--- src/smbcfg_pkg.sv ---
// Purpose: Shared constants for the two-wire bus configuration and timing block.
// Assumes: Special-function bus with byte data and 8-bit addresses.
// Notes:   Bit positions are listed once here and used by name in the design modules.
package smbcfg_pkg;
  localparam logic [7:0] ADDR_TIMING  = 8'h00_AC;
  localparam logic [7:0] ADDR_CONTROL = 8'h00_C0;
  localparam logic [7:0] ADDR_CONFIG  = 8'h00_C1;
  localparam logic [7:0] RESET_VALUE  = 8'h00_00;
  // Configuration register fields.
  localparam int CFG_ENABLE   = 7;
  localparam int CFG_INHIBIT  = 6;
  localparam int CFG_BUSY     = 5;
  localparam int CFG_SDA_HOLD_EXTEND_EN  = 4;
  localparam int CFG_TOE      = 3;
  localparam int CFG_FTE      = 2;
  localparam int CFG_SRC_HI   = 1;
  localparam int CFG_SRC_LO   = 0;
  // Timing and pin-control register fields.
  localparam int TC_SWAP      = 7;
  localparam int TC_WIN_HI    = 1;
  localparam int TC_WIN_LO    = 0;
  localparam logic [7:0] TC_WRITE_MASK = 8'h00_83;
  // Control and status register fields.
  localparam int CN_MASTER    = 7;
  localparam int CN_TRANSMIT_INDICATOR    = 6;
  localparam int CN_START     = 5;
  localparam int CN_STOP      = 4;
  localparam int CN_ACK_REQUEST     = 3;
  localparam int CN_ARBITRATION_LOST   = 2;
  localparam int CN_ACK       = 1;
  localparam int CN_DONE      = 0;
  // Least START hold, in system clocks, per window code.
  localparam logic [3:0] WIN_MIN_0 = 4'h0;
  localparam logic [3:0] WIN_MIN_1 = 4'h2;
  localparam logic [3:0] WIN_MIN_2 = 4'h4;
  localparam logic [3:0] WIN_MIN_3 = 4'h8;
  // Free-bus threshold, in bit-rate source periods (more than this).
  localparam logic [3:0] FREE_PERIODS = 4'hA;
  // Extended SDA hold after SCL falls.
  localparam int SYS_CLK_MHZ  = 125;
  localparam int EXT_HOLD_NS  = 80;
  localparam int EXT_HOLD_CYC = (EXT_HOLD_NS * SYS_CLK_MHZ + 999) / 1000;
endpackage : smbcfg_pkg

--- src/smbcfg_det_if.sv ---
// Purpose: Carries synced pins, settings and bus events between controller and detector.
// Assumes: One system clock.
// Notes:   None.
`timescale 1ns/1ns
interface smbcfg_det_if;
  logic       sda;
  logic       scl;
  logic       enable;
  logic [1:0] window_sel;
  logic       free_en;
  logic       src_tick;
  logic       start_seen;
  logic       stop_seen;
  logic       bus_free;
  modport ctl (output sda, scl, enable, window_sel, free_en, src_tick,
               input start_seen, stop_seen, bus_free);
  modport det (input sda, scl, enable, window_sel, free_en, src_tick,
               output start_seen, stop_seen, bus_free);
endinterface : smbcfg_det_if

--- src/smbcfg_detect.sv ---
// Purpose: START, STOP and free-bus detection on already-synchronised pins.
// Assumes: Pins in the interface are two-flop synchronised by the caller.
// Notes:   Events are one-cycle pulses.
`timescale 1ns/1ns
module smbcfg_detect
  import smbcfg_pkg::*;
(
  input  wire logic   clk_in,
  input  wire logic   reset_n_in,
  input  wire logic   ce_in,
  smbcfg_det_if.det   bus
);
  logic       sda_q;
  logic [3:0] hold_cnt;
  logic [3:0] free_cnt;
  logic       armed;
  logic       next_sda_q;
  logic [3:0] next_hold_cnt;
  logic [3:0] next_free_cnt;
  logic       next_armed;
  logic       next_start;
  logic       next_stop;
  logic       next_free;

  function automatic logic [3:0] win_min(input logic [1:0] sel);
    case (sel)
      2'h0:    win_min = WIN_MIN_0;
      2'h1:    win_min = WIN_MIN_1;
      2'h2:    win_min = WIN_MIN_2;
      default: win_min = WIN_MIN_3;
    endcase
  endfunction : win_min

  always_comb begin
    next_sda_q    = bus.sda;
    next_hold_cnt = hold_cnt;
    next_free_cnt = free_cnt;
    next_armed    = armed;
    next_start    = 1'b0;
    next_stop     = 1'b0;
    next_free     = 1'b0;
    if (!bus.enable) begin
      next_armed    = 1'b0;
      next_hold_cnt = 4'h0;
      next_free_cnt = 4'h0;
    end else begin
      // SDA falling while SCL high opens the START window.
      if (sda_q && !bus.sda && bus.scl) begin
        next_armed    = 1'b1;
        next_hold_cnt = 4'h0;
      end else if (armed && (bus.sda || !bus.scl)) begin
        next_armed = 1'b0;
        next_start = !bus.sda && (hold_cnt >= win_min(bus.window_sel));
      end else if (armed && hold_cnt != 4'hF) begin
        next_hold_cnt = hold_cnt + 4'h1;
      end
      next_stop = !sda_q && bus.sda && bus.scl;
      if (!(bus.sda && bus.scl) || !bus.free_en) begin
        next_free_cnt = 4'h0;
      end else if (bus.src_tick && free_cnt <= FREE_PERIODS) begin
        next_free_cnt = free_cnt + 4'h1;
        next_free     = (free_cnt == FREE_PERIODS);
      end
    end
  end

  always_ff @(posedge clk_in or negedge reset_n_in) begin
    if (!reset_n_in) begin
      sda_q          <= 1'b1;
      hold_cnt       <= 4'h0;
      free_cnt       <= 4'h0;
      armed          <= 1'b0;
      bus.start_seen <= 1'b0;
      bus.stop_seen  <= 1'b0;
      bus.bus_free   <= 1'b0;
    end else if (ce_in) begin
      sda_q          <= next_sda_q;
      hold_cnt       <= next_hold_cnt;
      free_cnt       <= next_free_cnt;
      armed          <= next_armed;
      bus.start_seen <= next_start;
      bus.stop_seen  <= next_stop;
      bus.bus_free   <= next_free;
    end
  end
endmodule : smbcfg_detect

--- src/smbcfg_top.sv ---
// Purpose: Configuration, timing and pin control of a two-wire serial bus controller.
// Assumes: Transfer engine, timers and crossbar sit outside and use these ports.
// Notes:   Pins are open drain; an output enable low means the pin is pulled low.
`timescale 1ns/1ns

// Functional notes
// - Hold extension delays SDA changes after SCL.
// - Timeout enable: reload timer 3 while SCL high.
// - Split timer 3: reload only upper half.
// - Free after SCL, SDA high >10 periods.
// - Source select picks one of four overflows.
// - Swap bit reverses SDA/SCL port pin order.
// - START needs SDA-to-SCL fall window per code.
// - Control at 0xC0, bit set/clear addressable.
// - Byte done stalls engine; holds SCL low only while enabled.
// - Enable bit gates bus monitoring, except the timer 3 reload.
module smbcfg_top
  import smbcfg_pkg::*;
(
  input  wire logic       clk_in,
  input  wire logic       reset_n_in,
  input  wire logic       ce_in,
  // Special-function register port.
  input  wire logic [7:0] sfr_addr_in,
  input  wire logic [7:0] sfr_wdata_in,
  input  wire logic       sfr_wr_in,
  input  wire logic       sfr_rd_in,
  input  wire logic       sfr_bit_set_in,
  input  wire logic       sfr_bit_clr_in,
  input  wire logic [2:0] sfr_bit_in,
  output logic      [7:0] sfr_rdata_out,
  // Transfer engine side.
  input  wire logic       eng_sda_low_in,
  input  wire logic       eng_byte_done_in,
  input  wire logic       eng_master_in,
  input  wire logic       eng_transmit_indicator_in,
  input  wire logic       eng_ack_request_in,
  input  wire logic       eng_arb_lost_in,
  input  wire logic       eng_ack_in,
  input  wire logic       eng_ack_wr_in,
  input  wire logic       eng_stop_done_in,
  output logic            eng_stall_out,
  output logic            eng_start_out,
  output logic            eng_stop_out,
  // Timers.
  input  wire logic       t0_ovf_in,
  input  wire logic       t1_ovf_in,
  input  wire logic       t2_hi_ovf_in,
  input  wire logic       t2_lo_ovf_in,
  input  wire logic       t3_split_in,
  output logic            bit_tick_out,
  output logic            t3_reload_hi_out,
  output logic            t3_reload_lo_out,
  // Crossbar port pins, lower and higher numbered.
  input  wire logic       pin_lo_in,
  input  wire logic       pin_hi_in,
  output logic            pin_lo_out,
  output logic            pin_lo_oe_out,
  output logic            pin_hi_out,
  output logic            pin_hi_oe_out
);
  import smbcfg_pkg::*;

  smbcfg_det_if det_bus ();

  logic [7:0] cfg;
  logic [7:0] tc;
  logic [7:0] cn;
  logic [1:0] lo_sync;
  logic [1:0] hi_sync;
  logic       sda_drv_low;
  logic [3:0] ext_cnt;
  logic [7:0] next_cfg;
  logic [7:0] next_tc;
  logic [7:0] next_cn;
  logic [7:0] next_rdata;
  logic       next_sda_drv_low;
  logic [3:0] next_ext_cnt;
  logic       sda_s;
  logic       scl_s;
  logic       tick;

  // ****************************************
  // Pin synchronisers and crossbar order.
  // ****************************************
  always_ff @(posedge clk_in or negedge reset_n_in) begin
    if (!reset_n_in) begin
      lo_sync <= 2'h3;
      hi_sync <= 2'h3;
    end else if (ce_in) begin
      lo_sync <= {lo_sync[0], pin_lo_in};
      hi_sync <= {hi_sync[0], pin_hi_in};
    end
  end

  assign sda_s = tc[TC_SWAP] ? hi_sync[1] : lo_sync[1];
  assign scl_s = tc[TC_SWAP] ? lo_sync[1] : hi_sync[1];

  always_comb begin
    case (cfg[CFG_SRC_HI:CFG_SRC_LO])
      2'h0:    tick = t0_ovf_in;
      2'h1:    tick = t1_ovf_in;
      2'h2:    tick = t2_hi_ovf_in;
      default: tick = t2_lo_ovf_in;
    endcase
  end

  assign det_bus.sda        = sda_s;
  assign det_bus.scl        = scl_s;
  assign det_bus.enable     = cfg[CFG_ENABLE];
  assign det_bus.window_sel = tc[TC_WIN_HI:TC_WIN_LO];
  assign det_bus.free_en    = cfg[CFG_FTE];
  assign det_bus.src_tick   = tick;

  smbcfg_detect u_detect (
    .clk_in     (clk_in),
    .reset_n_in (reset_n_in),
    .ce_in      (ce_in),
    .bus        (det_bus.det)
  );

  // ****************************************
  // Register file.
  // ****************************************
  function automatic logic [7:0] reg_read(input logic [7:0] addr, input logic [7:0] c,
                                           input logic [7:0] t, input logic [7:0] n);
    case (addr)
      ADDR_CONFIG:  reg_read = c;
      ADDR_TIMING:  reg_read = t & TC_WRITE_MASK;
      ADDR_CONTROL: reg_read = n;
      default:      reg_read = RESET_VALUE;
    endcase
  endfunction : reg_read

  always_comb begin
    next_cfg   = cfg;
    next_tc    = tc;
    next_cn    = cn;
    next_rdata = sfr_rdata_out;
    if (sfr_rd_in) begin
      next_rdata = reg_read(sfr_addr_in, cfg, tc, cn);
    end
    if (sfr_wr_in) begin
      case (sfr_addr_in)
        ADDR_CONFIG:  next_cfg = sfr_wdata_in;
        ADDR_TIMING:  next_tc = sfr_wdata_in & TC_WRITE_MASK;
        ADDR_CONTROL: next_cn = sfr_wdata_in;
        default:      next_cfg = cfg;
      endcase
    end else if (sfr_addr_in == ADDR_CONTROL && (sfr_bit_set_in || sfr_bit_clr_in)) begin
      next_cn[sfr_bit_in] = sfr_bit_set_in;
    end
    // Busy is hardware-owned; set by START, cleared by STOP, free timeout or the enable bit low.
    next_cfg[CFG_BUSY] = cfg[CFG_BUSY];
    if (det_bus.stop_seen || det_bus.bus_free || !cfg[CFG_ENABLE]) begin
      next_cfg[CFG_BUSY] = 1'b0;
    end
    if (det_bus.start_seen) begin
      next_cfg[CFG_BUSY] = 1'b1;
    end
    // Read-only status follows the engine.
    next_cn[CN_MASTER]  = eng_master_in;
    next_cn[CN_TRANSMIT_INDICATOR]  = eng_transmit_indicator_in;
    next_cn[CN_ACK_REQUEST]   = eng_ack_request_in;
    next_cn[CN_ARBITRATION_LOST] = eng_arb_lost_in;
    if (eng_ack_wr_in) begin
      next_cn[CN_ACK] = eng_ack_in;
    end
    if (eng_stop_done_in) begin
      next_cn[CN_STOP] = 1'b0;
    end
    // Hardware sets win over a software clear in the same cycle.
    if (det_bus.start_seen) begin
      next_cn[CN_START] = 1'b1;
    end
    if (det_bus.stop_seen && !eng_master_in) begin
      next_cn[CN_STOP] = 1'b1;
    end
    if (eng_byte_done_in) begin
      next_cn[CN_DONE] = 1'b1;
    end
  end

  // ****************************************
  // SDA hold extension.
  // ****************************************
  always_comb begin
    next_ext_cnt     = ext_cnt;
    next_sda_drv_low = eng_sda_low_in;
    if (scl_s) begin
      next_ext_cnt = 4'h0;
    end else if (ext_cnt != 4'(EXT_HOLD_CYC)) begin
      next_ext_cnt = ext_cnt + 4'h1;
    end
    if (cfg[CFG_SDA_HOLD_EXTEND_EN] && (scl_s || ext_cnt != 4'(EXT_HOLD_CYC))) begin
      next_sda_drv_low = sda_drv_low;
    end
    if (!cfg[CFG_ENABLE]) begin
      next_sda_drv_low = 1'b0;
    end
  end

  always_ff @(posedge clk_in or negedge reset_n_in) begin
    if (!reset_n_in) begin
      cfg              <= RESET_VALUE;
      tc               <= RESET_VALUE;
      cn               <= RESET_VALUE;
      sfr_rdata_out    <= RESET_VALUE;
      sda_drv_low      <= 1'b0;
      ext_cnt          <= 4'h0;
      eng_stall_out    <= 1'b0;
      eng_start_out    <= 1'b0;
      eng_stop_out     <= 1'b0;
      bit_tick_out     <= 1'b0;
      t3_reload_hi_out <= 1'b0;
      t3_reload_lo_out <= 1'b0;
      pin_lo_out       <= 1'b0;
      pin_lo_oe_out    <= 1'b1;
      pin_hi_out       <= 1'b0;
      pin_hi_oe_out    <= 1'b1;
    end else if (ce_in) begin
      cfg              <= next_cfg;
      tc               <= next_tc;
      cn               <= next_cn;
      sfr_rdata_out    <= next_rdata;
      sda_drv_low      <= next_sda_drv_low;
      ext_cnt          <= next_ext_cnt;
      eng_stall_out    <= next_cn[CN_DONE];
      eng_start_out    <= next_cn[CN_START];
      eng_stop_out     <= next_cn[CN_STOP];
      bit_tick_out     <= tick && cfg[CFG_ENABLE];
      t3_reload_hi_out <= cfg[CFG_TOE] && scl_s;
      t3_reload_lo_out <= cfg[CFG_TOE] && scl_s && !t3_split_in;
      pin_lo_out       <= 1'b0;
      pin_hi_out       <= 1'b0;
      // SCL is held low while the byte-done flag stands and the enable bit is set.
      pin_lo_oe_out    <= !(tc[TC_SWAP] ? (next_cn[CN_DONE] && cfg[CFG_ENABLE])
                                        : next_sda_drv_low);
      pin_hi_oe_out    <= !(tc[TC_SWAP] ? next_sda_drv_low
                                        : (next_cn[CN_DONE] && cfg[CFG_ENABLE]));
    end
  end
endmodule : smbcfg_top

--- config.mk ---
export PLATFORM = sky130hd
export DESIGN_NAME = smbcfg_top
export DESIGN_NICKNAME = d
export VERILOG_FILES = /design/src/smbcfg_pkg.sv /design/src/smbcfg_det_if.sv /design/src/smbcfg_detect.sv /design/src/smbcfg_top.sv
export SDC_FILE = /design/constraint.sdc
export NUM_CORES = 1
export LEC_CHECK = 0
export BUFFER_PORTS_ARGS = -buffer_cell sky130_fd_sc_hd__buf_2
export CORE_MARGIN = 4
export CORE_UTILIZATION = 59
export CTS_CLUSTER_DIAMETER = 60
export CTS_CLUSTER_SIZE = 28
export DETAILED_ROUTE_END_ITERATION = 6
export GPL_TIMING_DRIVEN = 0
export PLACE_DENSITY = 0.87
export SETUP_SLACK_MARGIN = 0.02
export SYNTH_ARGS = -nofsm -noshare
export SYNTH_HDL_FRONTEND = slang
export SYNTH_SLANG_ARGS = --single-unit
--- constraint.sdc ---
create_clock -name clk_in -period 3.9 [get_ports clk_in]
set_input_delay 0.585 -clock clk_in [delete_from_list [all_inputs] [get_ports clk_in]]
set_output_delay 0.585 -clock clk_in [all_outputs]
set_load 0.05 [all_outputs]
==> flow_metrics.py, run 1 <==
metrics = {
    "outcome": {
        "status": "finished, final reports clean",
    },
    "cts": {
        "cts_setup_buffers": 0,
        "cts_buffer_depth": 2,
        "clkTransAtPathRegs_ns": 0.10,
        "clk_latency_ns": 0.31,
        "cts-root-buf": "clkbuf_8",
        "numCtsBuffers": 5,
        "cts-htree-levels": 2,
        "cts-hold-fix-buffers": 0,
        "postCtsResizedCells": 0,
        "cts_tree": "built",
        "cts.sinks": 54,
    },
    "floorplan": {
        "die_w_microns": 78.3,
        "core_area_sq_um": 4750,
        "io_pins": 60,
        "dieArea_sq_um": 6130,
        "fp.dieH_microns": 78.3,
        "initial_core_util_pct": 61.3,
        "rows": 25,
    },
    "sta": {
        "tns_ns": 0,
        "slew_headroom_pct": 22.0,
        "period_minus_slack_ns": 2.07,
        "rsz0062_at_grt": "false",
        "fin_ws_ns": 1.83,
        "clock_skew_ns": 0.0103,
        "hold_viol_final": 0,
        "clock.fmax_mhz": 482,
        "maxSlewViolCount": 0,
        "worstMarginPinSlew_ns": 1.17,
        "fin_crit_sh_pct": 53.2,
        "setup_viol": 0,
    },
    "place": {
        "io_buffers": 55,
        "place_ws_ns": 1.52,
        "dpl_cell_area_sq_um": 3280,
        "dp_hpwl_microns": 5100,
        "dp.cells": 408,
        "place.gp.congestion": 0.834,
    },
    "detailed_routing": {
        "drt-initial-drc-count": 126,
        "first_pass_iters": 4,
        "via_per_inst": 5.81,
        "drcViolationCount": 0,
        "vias": 2418,
        "ant_nets": 0,
        "drt_wl_total_microns": 6770,
        "wl_per_cell_microns": 16.3,
    },
    "worst_setup_path": {
        "cp_max_fo": 7,
        "cp.arrival_ns": 2.27,
        "end_kind": "flip-flop",
        "rr_startpoint": "hi_sync[1]",
        "crit_start": "sfr_addr_in[5]",
        "required_ns": 4.09,
        "critical_path_class": "in -> reg",
        "start_kind": "primary input",
    },
    "synth": {
        "synth_edf_count": 0,
        "synth_top_area_share_pct": 40.3,
        "synthCells": 285,
        "synth_cell_types": 57,
        "yosysWarnings": 0,
        "ys_ff_latch": 54,
        "syn_area_per_cell_sq_um": 10.2,
        "ys_seq_area_share_pct": 46.6,
        "synthFlopType": "dfrtp_1",
        "netlist_area_sq_um": 2920,
        "async_reset_ff_share_pct": 100,
        "synth_area_leaders": "dfrtp_1, dfstp_2, mux2_2",
        "synth_top_area_cell": "dfrtp_1",
    },
    "final_layout": {
        "synthToLayoutAreaGrowth_pct": 15.3,
        "final_net_count": 398,
        "fin_cells": 416,
        "fill_cells": 384,
        "drive_gt1_share_pct": 30.4,
        "final_cell_mix": "buf_2, dfrtp_1, nand2_1",
        "fin_area_sq_um": 3360,
        "antenna_cells": 0,
        "layout_commonest_cell": "buf_2",
    },
    "power": {
        "power_mw": 1.11,
        "cellPowerDensity_nw_per_um2": 330,
        "vdd_drop_max_v": 0.000246,
        "leakagePower_nw": 1.60,
    },
    "global_route": {
        "grt_pass1_wl_microns": 11400,
        "grt_pass1_vias": 2409,
        "antenna_found_initial": 0,
        "grtUsageTotal_pct": 23.8,
        "grt_max_degree": 55,
        "overflow": 0,
    },
    "run": {
        "cap_violations": 0,
    },
    "worst_hold_path": {
        "hold_start": "eng_stop_done_in",
        "hold_class": "in -> reg",
    },
}
-- final timing paths --
| kind | endpoint | depth (start not counted) | slack, ns |
|---|---|---|---|
| max | cfg[3] | 6 | 1.83 |
| min | cn[4] | 2 | 0.45 |
| max reg2reg | u_detect.hold_cnt[3] | 5 | 1.88 |
| min reg2reg | sfr_rdata_out[3] | 2 | 0.49 |
| max in group asynchronous | ext_cnt[1] | 1 | 2.68 |
| min in group asynchronous | cfg[7] | 1 | 0.50 |
-- logic make-up (layout without fill, tap and decap cells) --
| group | count (synthesis) | in the layout | synth area share [%] |
|---|---|---|---|
| compound gates | 76 | 76 | 17.2 |
| xor+xnor | 1 | 1 | 0.300 |
| fa+ha+maj | 8 | 8 | 3.43 |
| buf+inv | 30 | 93 | 4.42 |
| flops | 54 | 54 | 46.6 |
| mux | 28 | 28 | 12.0 |
| other cells | 1 | 2 | 0.129 |
| simple gates | 87 | 87 | 15.9 |
-- critical path: stages --
cell,delay (ns)
buf_2,0.11
or4b_4,0.56
or2_4,0.31
nor2_8,0.15
nand3_4,0.20
mux2_4,0.35
-- per-layer routing --
layer,GRT usage [%],up-vias,part of all wire [%]
li1,-,1154,-
met1,31.2,1174,42
met2,40.1,79,50
met3,4.01,11,6.7
met4,8.39,0,1.8
met5,0,-,0
-- Yosys cell counts, drive strengths merged (2+ instances only) --
cell,instances
a21o,5
a21oi,14
a22oi,7
buf,8
clkbuf,8
dfrtp,47
dfstp,7
ha,8
inv,14
mux2,22
mux2i,5
nand2,31
nand2b,3
nand3,10
nand4,3
nor2,16
nor2b,2
nor3,10
o211ai,2
o21a,2
o21ai,22
o2bb2ai,2
o31ai,8
o32a,2
o41ai,3
or2,2
or4,2
-- layout make-up --
type                       count  area (sq um)  area share, %
clock inverter                 2          10.0          0.298
inverter                      14          52.6           1.56
clock buffer                   6          72.6           2.16
sequential                    54          1360           40.5
tap                           67          83.8           2.49
timing repair buffer          55           275           8.19
buffer                        16          76.3           2.27
multi-input combinational    202          1430           42.6
-- flip-flops by register name, summed over array words and instances, names as in the netlist, 2 cells and up --
register           count
cfg                    8
cn                     8
sfr_rdata_out          8
ext_cnt                4
u_detect.free_cnt      4
u_detect.hold_cnt      4
tc                     3
hi_sync                2
lo_sync                2
-- report_power, final --
| part | internal (mW) | switching (mW) | total (mW) |
|---|---|---|---|
| Clock | 0.125 | 0.175 | 0.300 |
| Combinational | 0.0723 | 0.109 | 0.181 |
| Sequential | 0.597 | 0.0304 | 0.628 |
| Total | 0.795 | 0.315 | 1.11 |
-- per-stage QoR --
stage | utilization [%] | hold slack, ns
2_1_floorplan | - | 0.289
3_3_place_gp | 69.0 | 0.457
3_5_place_dp | 69.0 | 0.469
4_1_cts | 70.7 | 0.440
5_1_grt | 70.7 | 0.448
6_report | 70.7 | 0.450
No activity file was read; power rests on OpenSTA's default activity.
==> run 2: changes to the inputs <==
--- a/config.mk
+++ b/config.mk
@@ -5,14 +5,15 @@
 export SDC_FILE = /design/constraint.sdc
 export NUM_CORES = 1
 export LEC_CHECK = 0
+export ABC_AREA = 1
 export BUFFER_PORTS_ARGS = -buffer_cell sky130_fd_sc_hd__buf_2
 export CORE_MARGIN = 4
-export CORE_UTILIZATION = 59
+export CORE_UTILIZATION = 50
 export CTS_CLUSTER_DIAMETER = 60
 export CTS_CLUSTER_SIZE = 28
 export DETAILED_ROUTE_END_ITERATION = 6
 export GPL_TIMING_DRIVEN = 0
-export PLACE_DENSITY = 0.87
+export PLACE_DENSITY = 0.79
 export SETUP_SLACK_MARGIN = 0.02
 export SYNTH_ARGS = -nofsm -noshare
 export SYNTH_HDL_FRONTEND = slang
==> constraint.sdc (replaced) <==
create_clock -name clk_in -period 1.8 [get_ports clk_in]
set_input_delay 0.27 -clock clk_in [delete_from_list [all_inputs] [get_ports clk_in]]
set_output_delay 0.27 -clock clk_in [all_outputs]
set_load 0.05 [all_outputs]
==> flow_metrics.py, run 2 <==
metrics = {
    "place": {
        "dp_hpwl_microns": 5390,
        "io_buffers": 57,
        "place.gp.congestion": 0.893,
    },
    "synth": {
        "yosys-top-cells-count": "nand2_1, inv_1, dfrtp_1",
        "synth_cell_types": 36,
        "synth_top_area_share_pct": 39.5,
        "synth_area_leaders": "dfrtp_1, nand2_1, inv_1",
        "synthCells": 389,
        "ys_ff_latch": 54,
        "netlist_area_sq_um": 2980,
        "synth_most_common_cell": "nand2_1",
        "yosysWarnings": 0,
        "synth_top_area_cell": "dfrtp_1",
        "synthFlopType": "dfrtp_1",
        "async_reset_ff_share_pct": 100,
        "syn_area_per_cell_sq_um": 7.65,
        "synth_edf_count": 0,
        "ys_seq_area_share_pct": 45.7,
    },
    "worst_setup_path": {
        "regToRegSetupSlack_ns": 0.07,
        "start_kind": "flip-flop",
        "reg2reg_to": "u_detect.hold_cnt[2]",
        "rr_worst_depth": 9,
        "critical_path_class": "reg -> reg",
        "end_kind": "flip-flop",
        "cp_max_fo": 7,
        "required_ns": 2.01,
        "rr_startpoint": "hi_sync[1]",
        "cp.arrival_ns": 1.93,
        "crit_start": "hi_sync[1]",
    },
    "global_route": {
        "grt_pass1_wl_microns": 11800,
        "overflow": 0,
        "grt_pass1_vias": 2585,
        "antenna_found_initial": 0,
        "grtUsageTotal_pct": 20.2,
        "grt_max_degree": 55,
    },
    "final_layout": {
        "antenna_cells": 0,
        "final_net_count": 507,
        "top_regs": "cfg: 8 flops, cn: 8 flops, sfr_rdata_out: 8 flops",
        "drive_gt1_share_pct": 22.9,
        "final_cell_mix": "nand2_1, buf_2, inv_1",
        "synthToLayoutAreaGrowth_pct": 18.6,
        "layout_commonest_cell": "nand2_1",
    },
    "cts": {
        "cts_buffer_depth": 2,
        "clk_latency_ns": 0.31,
        "clkTransAtPathRegs_ns": 0.10,
        "cts-htree-levels": 2,
        "cts-hold-fix-buffers": 0,
        "cts.sinks": 54,
        "numCtsBuffers": 5,
        "cts-root-buf": "clkbuf_8",
        "cts_tree": "built",
    },
    "outcome": {
        "status": "finished, final reports clean",
    },
    "power": {
        "switching_share_pct": 31.5,
        "power_frac_clock_pct": 30.6,
        "p_comb_share_pct": 24.1,
        "leakagePower_nw": 1.90,
        "p_switching_mw": 1.04,
        "pwr-share-seq_pct": 45.3,
        "cellPowerDensity_nw_per_um2": 932,
        "internal_power_mw": 2.25,
        "vdd_drop_max_v": 0.000454,
    },
    "floorplan": {
        "initial_core_util_pct": 52.8,
        "die_w_microns": 85.2,
        "io_pins": 60,
        "fp.dieH_microns": 85.2,
        "rows": 27,
        "dieArea_sq_um": 7250,
        "core_area_sq_um": 5640,
    },
    "detailed_routing": {
        "vias": 2855,
        "ant_nets": 0,
        "drcViolationCount": 0,
        "drt-initial-drc-count": 187,
        "wl_per_cell_microns": 13.7,
        "first_pass_iters": 5,
        "drt_wl_total_microns": 7250,
        "via_per_inst": 5.39,
    },
    "sta": {
        "tns_ns": 0,
        "slew_headroom_pct": 20.8,
        "clock.fmax_mhz": 579,
        "fin_crit_sh_pct": 95.9,
        "worstMarginPinSlew_ns": 1.19,
        "maxSlewViolCount": 0,
        "clock_skew_ns": 0.00822,
        "setup_viol": 0,
        "hold_viol_final": 0,
        "whs_ns": 0.145,
        "period_minus_slack_ns": 1.73,
    },
    "worst_hold_path": {
        "hold_class": "in -> reg",
        "hold_depth": 3,
        "min_to": "lo_sync[0]",
        "hold_start": "pin_lo_in",
    },
    "run": {
        "cap_violations": 0,
    },
}
run 2: cell types whose count changed after synthesis, sizes merged, moves of 5 or more:
| cell | delta |
|---|---|
| a21o | -5 |
| a21oi | +7 |
| a22oi | -7 |
| clkbuf | -5 |
| inv | +48 |
| mux2 | -21 |
| mux2i | -5 |
| nand2 | +81 |
| nand3 | +17 |
| nor2 | +5 |
| o21ai | +17 |
| o31ai | -7 |
run 2: worst max-delay path, stage by stage (launching register included):
cell	delay (ns)
dfstp_2	0.55
inv_2	0.05
o21ai_4	0.21
nand3_2	0.14
nand2_2	0.10
nor2_1	0.06
nor3_4	0.30
inv_2	0.07
nand2_1	0.08
o21ai_2	0.05
run 2: how the worst max path moves through the flow:
stage                     slack (ns)  depth (start not counted)                    to
after detailed placement         0.1                          9  u_detect.free_cnt[3]
final                           0.07                          9  u_detect.hold_cnt[2]
after global placement          0.12                          9  u_detect.free_cnt[3]
after global routing          -0.008                          8  u_detect.hold_cnt[1]
after floorplan                 0.33                          9  u_detect.hold_cnt[2]
after CTS                       0.08                          9  u_detect.free_cnt[3]
run 2: layout make-up:
type | instances | area [sq um]
inverters | 62 | 233
repair buffers | 60 | 308
clock buffers | 6 | 82.6
fillers | 494 | 2110
flip-flops and latches | 54 | 1360
plain buffers | 12 | 66.3
well taps | 72 | 90.1
clock inverters | 2 | 60.1
multi-input cells | 262 | 1330
run 2: power groups by stage:
| stage | Sequential, mW | Combinational, mW | Clock, mW |
|---|---|---|---|
| final | 1.49 | 0.793 | 1.01 |
| after global routing | 1.51 | 0.900 | 1.07 |
| after CTS | 1.49 | 0.775 | 1.01 |
| after detailed placement | 1.51 | 0.769 | 0 |
| after global placement | 1.51 | 0.742 | 0 |
| after floorplan | 1.55 | 0.491 | 0 |
run 2: kinds of logic (layout without fill, tap and decap cells):
logic type / after synthesis / in the layout / share of synthesized area (%)
adders and majority gates: 8 / 8 / 3.36
muxes: 1 / 1 / 0.378
xor gates and xnor gates: 2 / 2 / 0.589
other: 1 / 2 / 0.126
DFF: 54 / 54 / 45.7
and+or+nand+nor: 176 / 176 / 25.9
AOI/OAI and AO/OA: 73 / 73 / 13.9
buffers and inverters: 74 / 142 / 10.0
run 2: layer usage:
metal	vias up	wire length, microns	global-route usage, %
met2	114	3420	31.6
met5	-	0	0
li1	1381	-	-
met4	0	108	7.19
met3	14	592	4.76
met1	1346	3130	27.5
run 2: timing repair:
item                                    4_1_cts  5_1_grt
endpoints found under the setup margin        0        4
resized for setup                             0        6
setup buffers                                 0        3
run 2: metrics by stage:
| step | setup WS, ns | std cells | cell area, sq um | total power, mW | util (%) |
|---|---|---|---|---|---|
| 2_1_floorplan | 0.328 | 390 | 2980 | 2.05 | - |
| 3_3_place_gp | 0.115 | 519 | 3360 | 2.25 | 59.5 |
| 3_5_place_dp | 0.0985 | 519 | 3360 | 2.28 | 59.5 |
| 4_1_cts | 0.0773 | 527 | 3500 | 3.27 | 62.0 |
| 5_1_grt | -0.00777 | 530 | 3530 | 3.48 | 62.6 |
| 6_report | 0.0733 | 530 | 3530 | 3.29 | 62.6 |
